## config.mk

```make
export PLATFORM = sky130hd
export DESIGN_NAME = embi_bus
export DESIGN_NICKNAME = d
export VERILOG_FILES = /design/src/verilog/embi_bus.v
export VERILOG_INCLUDE_DIRS = /design/src /design/src/verilog
export SDC_FILE = /design/constraint.sdc
export NUM_CORES = 1
export LEC_CHECK = 0
export ABC_CLOCK_PERIOD_IN_PS = 3950
export BUFFER_PORTS_ARGS = -buffer_cell sky130_fd_sc_hd__buf_2
export CAP_MARGIN = 25
export CORE_ASPECT_RATIO = 1.4
export CORE_MARGIN = 10
export CORE_UTILIZATION = 45
export CTS_BUF_LIST = sky130_fd_sc_hd__clkbuf_2 sky130_fd_sc_hd__clkbuf_4 sky130_fd_sc_hd__clkbuf_8
export DETAILED_ROUTE_END_ITERATION = 8
export PLACE_DENSITY = 0.71
export SYNTH_ARGS = -nofsm -noshare
export SYNTH_HDL_FRONTEND = slang
export SYNTH_SLANG_ARGS = --single-unit
export TNS_END_PERCENT = 10
```

## constraint.sdc

```tcl
create_clock -name ref_clk -period 3.95 [get_ports ref_clk]
set_input_delay 0.1975 -clock ref_clk [delete_from_list [all_inputs] [get_ports ref_clk]]
set_output_delay 0.1975 -clock ref_clk [all_outputs]
set_load 0.03 [all_outputs]
```

## src/verilog/embi_consts.vh

```
/*
 * Constants for the external memory bus interface: bus layout codes,
 * cycle timing counts and the default on-chip ROM range.
 * Assumes inclusion by bare name from the design file.
 */
`ifndef EMBI_CONSTS_VH
`define EMBI_CONSTS_VH

// Bus layout codes from the two layout configuration bits {hi, lo}.
`define EMBI_LAYOUT_PAGE16 2'h0
`define EMBI_LAYOUT_A17 2'h1
`define EMBI_LAYOUT_A16 2'h2
`define EMBI_LAYOUT_BASIC 2'h3

// Cycles spent in each bus phase at 100 MHz.
`define EMBI_ADDR_CYCLES 4'h2
`define EMBI_DATA_CYCLES 4'h3

// Default last address of on-chip ROM (32 KB).
`define EMBI_ROM_LAST 18'h07fff

// Cycle kinds on the core request port.
`define EMBI_KIND_CODE 1'b0
`define EMBI_KIND_DATA 1'b1

`endif
```

## src/verilog/embi_bus.v

```verilog
/*
 * External memory bus engine: multiplexed low address/data byte, upper
 * address byte, optional address bits 16 and 17, latch strobe, read
 * strobes, asynchronous wait stretching and code-fetch steering.
 * Assumes the core issues one request at a time and waits for done.
 */
`include "embi_consts.vh"

module embi_bus #(
    parameter [17:0] ROM_LAST = `EMBI_ROM_LAST
)
(
    // Clock and reset
    input wire ref_clk,
    input wire nrst,
    // Configuration
    input wire bus_layout_cfg_lo,
    input wire bus_layout_cfg_hi,
    input wire code_fetch_select_n,
    input wire port_p17_out,
    input wire port_p37_out,
    // Core request port
    input wire req_valid,
    input wire req_kind,
    input wire req_write,
    input wire [17:0] req_addr,
    input wire [7:0] req_wdata,
    output reg req_done,
    output reg req_onchip,
    output reg [7:0] req_rdata,
    // External bus pins
    output reg [7:0] low_addr_data_out,
    input wire [7:0] low_addr_data_in,
    output reg low_addr_data_oe_n,
    output reg [7:0] upper_addr_byte,
    output reg addr_latch_en,
    output reg program_read_strobe_n,
    output reg data_read_pin,
    output reg data_write_strobe_n,
    output reg addr_bit_seventeen,
    input wire async_wait_n
);

    localparam [2:0] ST_IDLE = 3'h0;
    localparam [2:0] ST_ADDR = 3'h1;
    localparam [2:0] ST_DATA = 3'h2;
    localparam [2:0] ST_WAIT = 3'h3;
    localparam [2:0] ST_END = 3'h4;

    reg [2:0] state_r;
    reg [3:0] cnt_r;
    reg wait_s1_r;
    reg wait_s2_r;
    reg strap_r;
    reg strap_done_r;
    reg kind_r;
    reg write_r;
    reg [17:0] addr_r;
    reg [7:0] wdata_r;

    wire [1:0] layout = {bus_layout_cfg_hi, bus_layout_cfg_lo};
    wire rom_hit = strap_r && (req_addr <= ROM_LAST);
    wire a17_used = (layout == `EMBI_LAYOUT_A17) || (layout == `EMBI_LAYOUT_PAGE16);
    wire a16_used = (layout == `EMBI_LAYOUT_A16) || (layout == `EMBI_LAYOUT_PAGE16);
    wire is_read = ~write_r;
    // Basic layout limits program strobes to the low 64 KB; larger ones cover all.
    wire program_read_strobe_n_range = (layout != `EMBI_LAYOUT_BASIC) || (addr_r[17:16] == 2'h0);

    // The strap is caught on the first edge after reset release and then held,
    // so later pin changes have no effect.
    always @(posedge ref_clk or negedge nrst)
    begin
        if (!nrst)
        begin
            strap_r <= 1'b0;
            strap_done_r <= 1'b0;
        end
        else if (!strap_done_r)
        begin
            strap_r <= code_fetch_select_n;
            strap_done_r <= 1'b1;
        end
    end

    // An undriven wait pin reads high through the pad pull-up, so no stretch.
    always @(posedge ref_clk or negedge nrst)
    begin
        if (!nrst)
        begin
            wait_s1_r <= 1'b1;
            wait_s2_r <= 1'b1;
        end
        else
        begin
            wait_s1_r <= async_wait_n;
            wait_s2_r <= wait_s1_r;
        end
    end

    always @(posedge ref_clk or negedge nrst)
    begin
        if (!nrst)
        begin
            state_r <= ST_IDLE;
            cnt_r <= 4'h0;
            kind_r <= 1'b0;
            write_r <= 1'b0;
            addr_r <= 18'h00000;
            wdata_r <= 8'h00;
            req_done <= 1'b0;
            req_onchip <= 1'b0;
            req_rdata <= 8'h00;
            low_addr_data_out <= 8'h00;
            low_addr_data_oe_n <= 1'b1;
            upper_addr_byte <= 8'h00;
            addr_latch_en <= 1'b0;
            program_read_strobe_n <= 1'b1;
            data_read_pin <= 1'b1;
            data_write_strobe_n <= 1'b1;
            addr_bit_seventeen <= 1'b1;
        end
        else
        begin
            req_done <= 1'b0;
            req_onchip <= 1'b0;
            case (state_r)
                ST_IDLE:
                begin
                    low_addr_data_oe_n <= 1'b1;
                    addr_latch_en <= 1'b0;
                    program_read_strobe_n <= 1'b1;
                    data_write_strobe_n <= 1'b1;
                    data_read_pin <= a16_used ? addr_r[16] : port_p37_out;
                    addr_bit_seventeen <= a17_used ? addr_r[17] : port_p17_out;
                    if (req_valid)
                    begin
                        if (req_kind == `EMBI_KIND_CODE && rom_hit)
                        begin
                            req_done <= 1'b1;
                            req_onchip <= 1'b1;
                        end
                        else
                        begin
                            kind_r <= req_kind;
                            write_r <= req_write;
                            addr_r <= req_addr;
                            wdata_r <= req_wdata;
                            low_addr_data_out <= req_addr[7:0];
                            low_addr_data_oe_n <= 1'b0;
                            upper_addr_byte <= req_addr[15:8];
                            addr_latch_en <= 1'b1;
                            if (a16_used)
                                data_read_pin <= req_addr[16];
                            if (a17_used)
                                addr_bit_seventeen <= req_addr[17];
                            cnt_r <= `EMBI_ADDR_CYCLES;
                            state_r <= ST_ADDR;
                        end
                    end
                end
                ST_ADDR:
                begin
                    if (cnt_r > 4'h1)
                        cnt_r <= cnt_r - 4'h1;
                    else
                    begin
                        addr_latch_en <= 1'b0;
                        if (write_r)
                        begin
                            low_addr_data_out <= wdata_r;
                            data_write_strobe_n <= 1'b0;
                        end
                        else
                        begin
                            low_addr_data_oe_n <= 1'b1;
                            if (kind_r == `EMBI_KIND_CODE)
                                program_read_strobe_n <= ~program_read_strobe_n_range;
                            else if (!a16_used)
                                data_read_pin <= 1'b0;
                        end
                        cnt_r <= `EMBI_DATA_CYCLES;
                        state_r <= ST_DATA;
                    end
                end
                ST_DATA:
                begin
                    if (cnt_r > 4'h1)
                        cnt_r <= cnt_r - 4'h1;
                    else
                        state_r <= ST_WAIT;
                end
                ST_WAIT:
                begin
                    // Stretch while the synchronised wait is low.
                    if (wait_s2_r)
                    begin
                        if (is_read)
                            req_rdata <= low_addr_data_in;
                        req_done <= 1'b1;
                        program_read_strobe_n <= 1'b1;
                        data_write_strobe_n <= 1'b1;
                        if (!a16_used)
                            data_read_pin <= 1'b1;
                        state_r <= ST_END;
                    end
                end
                ST_END:
                begin
                    low_addr_data_oe_n <= 1'b1;
                    state_r <= ST_IDLE;
                end
                default:
                    state_r <= ST_IDLE;
            endcase
        end
    end

endmodule

```

# == Word level (Yosys, flattened, before mapping) ==
# Index checks and enable logic that the tools add are counted.
# Widths: inputs -> output; s select.
# totals
mem_count,0
regBits,71
input_bits,45
romBits,0
mem_bits_rw,0
latchBits,0
out_inout_bits,32
# op_classes
shift,0
order_cmp,2
add_sub_neg,1
bitwise_logic,4
n_reduce_logical,22
eq_ne,19
mul,0
div_mod_pow,0
muxes,52
# ops
cell,count
$mux 8,4
$mux 1,30
$ne 2x2->1 const B,13
$le 18x15->1 const B,1
$mux 4,4
$pmux 8 s2,1
$mux 3,5
$reduce_and 5->1,3
$pmux 1 s3,4
$pmux 3 s4,1
$pmux 4 s3,1
$reduce_and 3->1,3
$reduce_bool 3->1,3
$reduce_and 4->1,2
$reduce_and 7->1,1
$eq 3x2->1 const B,2
$gt 4x1->1 const B,1
$logic_not 2->1,2
$not 1->1,4
$pmux 1 s2,2
$sub 4x1->4 const B,1
$eq 3x1->1 const B,1
$eq 3x3->1 const B,1
$logic_not 3->1,1
6 further kinds,9

# == Depth between registers and ports, before layout ==
# depth
ltp_word,7
mapped_depth,8

# == Worst setup path before layout ==
# No wires, ideal clock.
# synth_timing
path_type,flip-flop to flip-flop
startpoint,reg cnt_r[0]
endpoint,reg cnt_r[3]
period_less_slack_ns,1.745
n_path_buf,0
path_stages_with_launch,7
arrival_time_ns,1.679
path_slack_ns,2.205
cell_sequence,dfrtp_1 > inv_1 > ha_1 > o21ai_1 > o31a_2 > or4b_1 > nand2_1
# synth_via
elab_chain_cells,3
# synth_rtl
item,line,rtl
from (decl),embi_bus.v:51,reg [3:0] cnt_r;
from (signal assigned),embi_bus.v:156,cnt_r <= `EMBI_ADDR_CYCLES;
from (signal assigned),embi_bus.v:164,cnt_r <= cnt_r - 4'h1;
from (signal assigned),embi_bus.v:181,cnt_r <= `EMBI_DATA_CYCLES;
$sub 4x1->4 / $gt 4x1->1 (equally long branches),-,
$mux 4 (tied with other cells),embi_bus.v:187,if (cnt_r > 4'h1)
$pmux 4 s3 / $reduce_and 4->1 (equally long branches),-,
# Several ways; a longest one is shown, not always the timed one. The select of a mux whose other input is x is not followed.
# A chain may end at the register's enable or synchronous reset.

# == Final worst setup path ==
# layout_timing
startpoint,reg state_r[1]
endpoint,reg low_addr_data_out[7]
# layout_via
elab_chain_cells,3
# layout_rtl
item,line,rtl
from (decl),embi_bus.v:50,reg [2:0] state_r;
from (signal assigned),embi_bus.v:104,state_r <= ST_IDLE;
from (signal assigned),embi_bus.v:157,state_r <= ST_ADDR;
from (signal assigned),embi_bus.v:182,state_r <= ST_DATA;
$eq 3x1->1 / $logic_not 3->1 (equally long branches),embi_bus.v:126,case (state_r)
$ne 2x2->1 (no line) / $reduce_bool 2->1 (equally long branches),-,
$reduce_and 5->1 (no line),-,
to (signal assigned),embi_bus.v:148,low_addr_data_out <= req_addr[7:0];
to (signal assigned),embi_bus.v:170,low_addr_data_out <= wdata_r;
to (decl),embi_bus.v:32,"output reg [7:0] low_addr_data_out,"
# Several ways; a longest one is shown, not always the timed one.

==> results.md <==
| Metric | Value | Unit |
|:---|:---|:---|
| Critical path launch point type | flip-flop | - |
| Unrepaired setup endpoints after global routing | false | - |
| Max Clk Rate | 0.470 | GHz |
| Synthesized netlist net count | 258 | - |
| Die height | 108 | um |
| Number of buffers inserted by post-CTS setup repair | 0 | - |
| Crit path capture type | flip-flop | - |
| Source of the worst hold timing path | req_wdata[1] | - |
| Count of standard-cell rows | 32 | - |
| Met1 Track Usage GR | 0.147 | - |
| TritonCTS clock tree | yes | - |
| Crit path setup slack, layout | 1.82 | ns |
| Clk_skew | 0.00437 | ns |
| Area taken by flip-flops and latches | 1390 | sq um |
| TritonCTS Buffers | 5 | - |
| Core Area | 5450 | sq um |
| Clock-pin slew of the registers on the worst-case setup and hold paths | 0.09 | ns |
| Worst hold slack | 0.115 | ns |
| Largest net degree at the start of global routing | 33 | - |
| Worst vdd ir | 0.477 | mV |
| Setup Total Neg Slack | 0 | ns |
| MaxCap Viol Count | 0 | - |
| Effective utilization at floorplan | 0.461 | - |
| Post-placement cell count | 342 | - |
| Highest fanout seen on the critical path | 16 | - |
| Total of cells resized after clock tree synthesis | 0 | - |
| Total congestion overflow after global routing | 0 | - |
| R2r startpoint | state_r[1] | - |
| Slew at the pin with the worst max-slew slack | 0.717 | ns |
| Data required time at the worst endpoint | 4.14 | ns |
| Total power per unit cell area | 838 | nW/um^2 |
| Result of the run | finished, final reports clean | - |
| Combined area of all synthesized cells | 2510 | sq um |
| Drt first-iter violations | 163 | - |
| Relative slew slack | 0.520 | - |
| Count of endpoints failing hold in the final timing report | 0 | - |
| Multi-input gate area in the final layout | 1000 | sq um |
| All-Layer GR Usage | 0.129 | - |
| Die W | 83.1 | um |
| Final antenna-violating net count | 0 | - |
| Total of buffers placed on input and output ports | 76 | - |
| Total of warnings raised by yosys | 0 | - |
| Fin util | 0.554 | - |
| Critical path start-end classification | reg -> reg | - |
| Net Sw Frac | 0.426 | - |
| Number of clock sinks | 55 | - |
| Number of primary I/O pins | 77 | - |
| Overall die area | 9010 | sq um |
| Vias after detailed routing | 1838 | - |
| Number of inserted filler cells in the final layout | 525 | - |
| Number of distinct library cells after synthesis | 44 | - |
| Minimum clock period after layout | 2.13 | ns |
| Skew-Pair Late Insertion Delay | 0.30 | ns |
| Met3 track utilization from global routing | 0.0309 | - |
| Post-route total power | 2.53 | mW |
| Post-synthesis cell count | 211 | - |
| Max clock buf depth | 2 | - |
| Busiest layer in global routing | met2 | - |
| Sum of net half-perimeters after detailed placement | 4460 | um |
| Initial antenna violation count | 0 | - |
| Area of all placed cells without fillers | 3020 | sq um |
| # setup viols final | 0 | - |
| Leakage Power | 1.43 | nW |
| Beginning of the critical path | state_r[1] | - |
| Average cell area after synthesis | 11.9 | sq um |
| Average wire per standard cell | 16.4 | um |
| Power share of the clock group | 0.123 | - |
| Proportion of synthesized flip-flops having asynchronous set or reset | 1.00 | - |
| Global routing usage on met2 | 0.230 | - |
| Remaining design rule violation count | 0 | - |
| Weighted congestion reported at the end of routability-driven placement | 0.814 | - |
| Final count of pins violating max slew | 0 | - |
| Tightest Hold Check Type | in -> reg | - |
| Net switching power | 1.08 | mW |
| Primary FF master, synth | sky130_fd_sc_hd__dfrtp_1 | - |
| Root buffer cell | sky130_fd_sc_hd__clkbuf_8 | - |
| Part of the Yosys area used for sequential elements | 0.552 | - |
| Count of nets after finishing | 330 | - |
| Sequential group share of total power | 0.397 | - |
| Count of antenna diodes in the layout | 0 | - |
| Number of cells in the finished layout apart from fillers | 352 | - |
| Internal power | 1.45 | mW |
| Pre-CTS setup slack | 1.86 | ns |
| Final WL | 5790 | um |
| Area of placed instances | 2910 | sq um |
| Final Cycle Share | 0.539 | - |
| Critical path data arrival time | 2.32 | ns |
| Number of iterations in the first detailed-routing pass | 4 | - |
| EDFF count, synth | 0 | - |
| Maximum level of the CTS H-tree | 2 | - |
| First-pass GRT wire length | 9760 | um |
| Synthesis-to-layout area growth | 20.2 | % |
| #FFs+latches synth | 55 | - |
| Vias per Instance | 5.22 | - |
| Power share of the combinational group | 0.480 | - |
| Vias in the first global route | 1945 | - |
| Share of layout cells above drive strength 1 | 0.461 | - |
-- layout by cell type, fill, tap and decap left out, types with 5 or more instances in the layout --
| cell type | instances |
|---|---|
| sky130_fd_sc_hd__a21oi_1 | 16 |
| sky130_fd_sc_hd__buf_2 | 76 |
| sky130_fd_sc_hd__clkbuf_8 | 5 |
| sky130_fd_sc_hd__dfrtp_1 | 48 |
| sky130_fd_sc_hd__dfstp_2 | 7 |
| sky130_fd_sc_hd__inv_1 | 6 |
| sky130_fd_sc_hd__mux2_2 | 31 |
| sky130_fd_sc_hd__mux2i_1 | 9 |
| sky130_fd_sc_hd__nand2_1 | 6 |
| sky130_fd_sc_hd__nor2_1 | 19 |
| sky130_fd_sc_hd__o21ai_0 | 5 |
-- layout make-up --
| cell class | instances | area share |
|---|---|---|
| Timing Repair Buffer | 82 | 0.143 |
| Tap cell | 68 | 0.0282 |
| Clock inverter | 1 | 0.00166 |
| Sequential cell | 55 | 0.459 |
| Clock buffer | 7 | 0.0278 |
| Multi-Input combinational cell | 133 | 0.333 |
| Inverter | 6 | 0.00747 |
-- power by group through the flow --
stage	sequential, mW	combinational (mW)	clock (mW)
2_1_floorplan	1.17	0.776	0
3_3_place_gp	1.01	1.21	0
3_5_place_dp	1.01	1.23	0
4_1_cts	1.00	1.23	0.321
5_1_grt	1.04	1.33	0.346
6_report	1.00	1.21	0.312
-- worst paths after layout --
path	to	slack, ns	depth (start not counted)
max	low_addr_data_out[7]	1.82	5
min	wdata_r[1]	0.11	2
max reg2reg	low_addr_data_out[7]	1.82	5
min reg2reg	wait_s2_r	0.36	0
max in group asynchronous	wait_s1_r	2.68	3
min in group asynchronous	low_addr_data_out[4]	0.42	2
-- synthesized netlist by cell type, types with 2 or more instances --
cell | number | share of area
sky130_fd_sc_hd__nor4b_1 | 2 | 0.0070
sky130_fd_sc_hd__a221oi_1 | 2 | 0.0070
sky130_fd_sc_hd__nand2_1 | 6 | 0.0090
sky130_fd_sc_hd__or3_1 | 2 | 0.0050
sky130_fd_sc_hd__mux2_2 | 31 | 0.14
sky130_fd_sc_hd__nor2_1 | 19 | 0.028
sky130_fd_sc_hd__nor3b_1 | 2 | 0.0060
sky130_fd_sc_hd__clkbuf_1 | 6 | 0.0090
sky130_fd_sc_hd__nand2b_1 | 2 | 0.0050
sky130_fd_sc_hd__o21ai_0 | 5 | 0.010
sky130_fd_sc_hd__a21oi_1 | 16 | 0.032
sky130_fd_sc_hd__buf_2 | 3 | 0.0060
sky130_fd_sc_hd__mux2i_1 | 9 | 0.036
sky130_fd_sc_hd__nor3_1 | 3 | 0.0060
sky130_fd_sc_hd__nor2b_1 | 2 | 0.0050
sky130_fd_sc_hd__dfrtp_1 | 48 | 0.48
sky130_fd_sc_hd__o211ai_1 | 4 | 0.012
sky130_fd_sc_hd__inv_1 | 6 | 0.0090
sky130_fd_sc_hd__nand4b_1 | 2 | 0.0070
sky130_fd_sc_hd__buf_4 | 8 | 0.024
sky130_fd_sc_hd__o21ai_1 | 2 | 0.0040
sky130_fd_sc_hd__or2_2 | 2 | 0.0050
sky130_fd_sc_hd__dfstp_2 | 7 | 0.073
sky130_fd_sc_hd__ha_1 | 2 | 0.010
-- registers in the layout, summed over array words and instances, names as in the netlist, 3 cells and up --
| name | cells |
|---|---|
| addr_r | 3 |
| cnt_r | 4 |
| low_addr_data_out | 8 |
| req_rdata | 8 |
| state_r | 3 |
| upper_addr_byte | 7 |
| wdata_r | 8 |
-- kinds of logic after synthesis --
kind of cell    after synthesis  share of synthesized area
flops                        55                      0.552
simple gates                 47                      0.101
compound gates               42                      0.110
mux                          40                      0.175
buf+inv                      23                     0.0479
fa+ha+maj                     2                    0.00997
other cells                   1                    0.00149
xor+xnor                      1                    0.00349
-- routing by layer --
| metal | part of all wire | vias up | routed length (um) |
|---|---|---|---|
| met2 | 0.54 | 49 | 3130 |
| li1 | - | 889 | - |
| met3 | 0.044 | 5 | 256 |
| met5 | 0 | - | 0 |
| met4 | 0.015 | 0 | 85 |
| met1 | 0.40 | 895 | 2320 |
-- critical path: stages (launching register included) --
cell	delay (ns)
sky130_fd_sc_hd__dfrtp_1	0.55
sky130_fd_sc_hd__or2_2	0.43
sky130_fd_sc_hd__nor2_1	0.48
sky130_fd_sc_hd__buf_4	0.27
sky130_fd_sc_hd__mux2i_1	0.20
sky130_fd_sc_hd__a21oi_1	0.08
-- what timing repair did --
action | CTS | global route
hold buffers | 2 | 0
setup endpoints to repair | 0 | 0
hold endpoints to repair | 22 | 0
(Power assumes the default switching activity.)
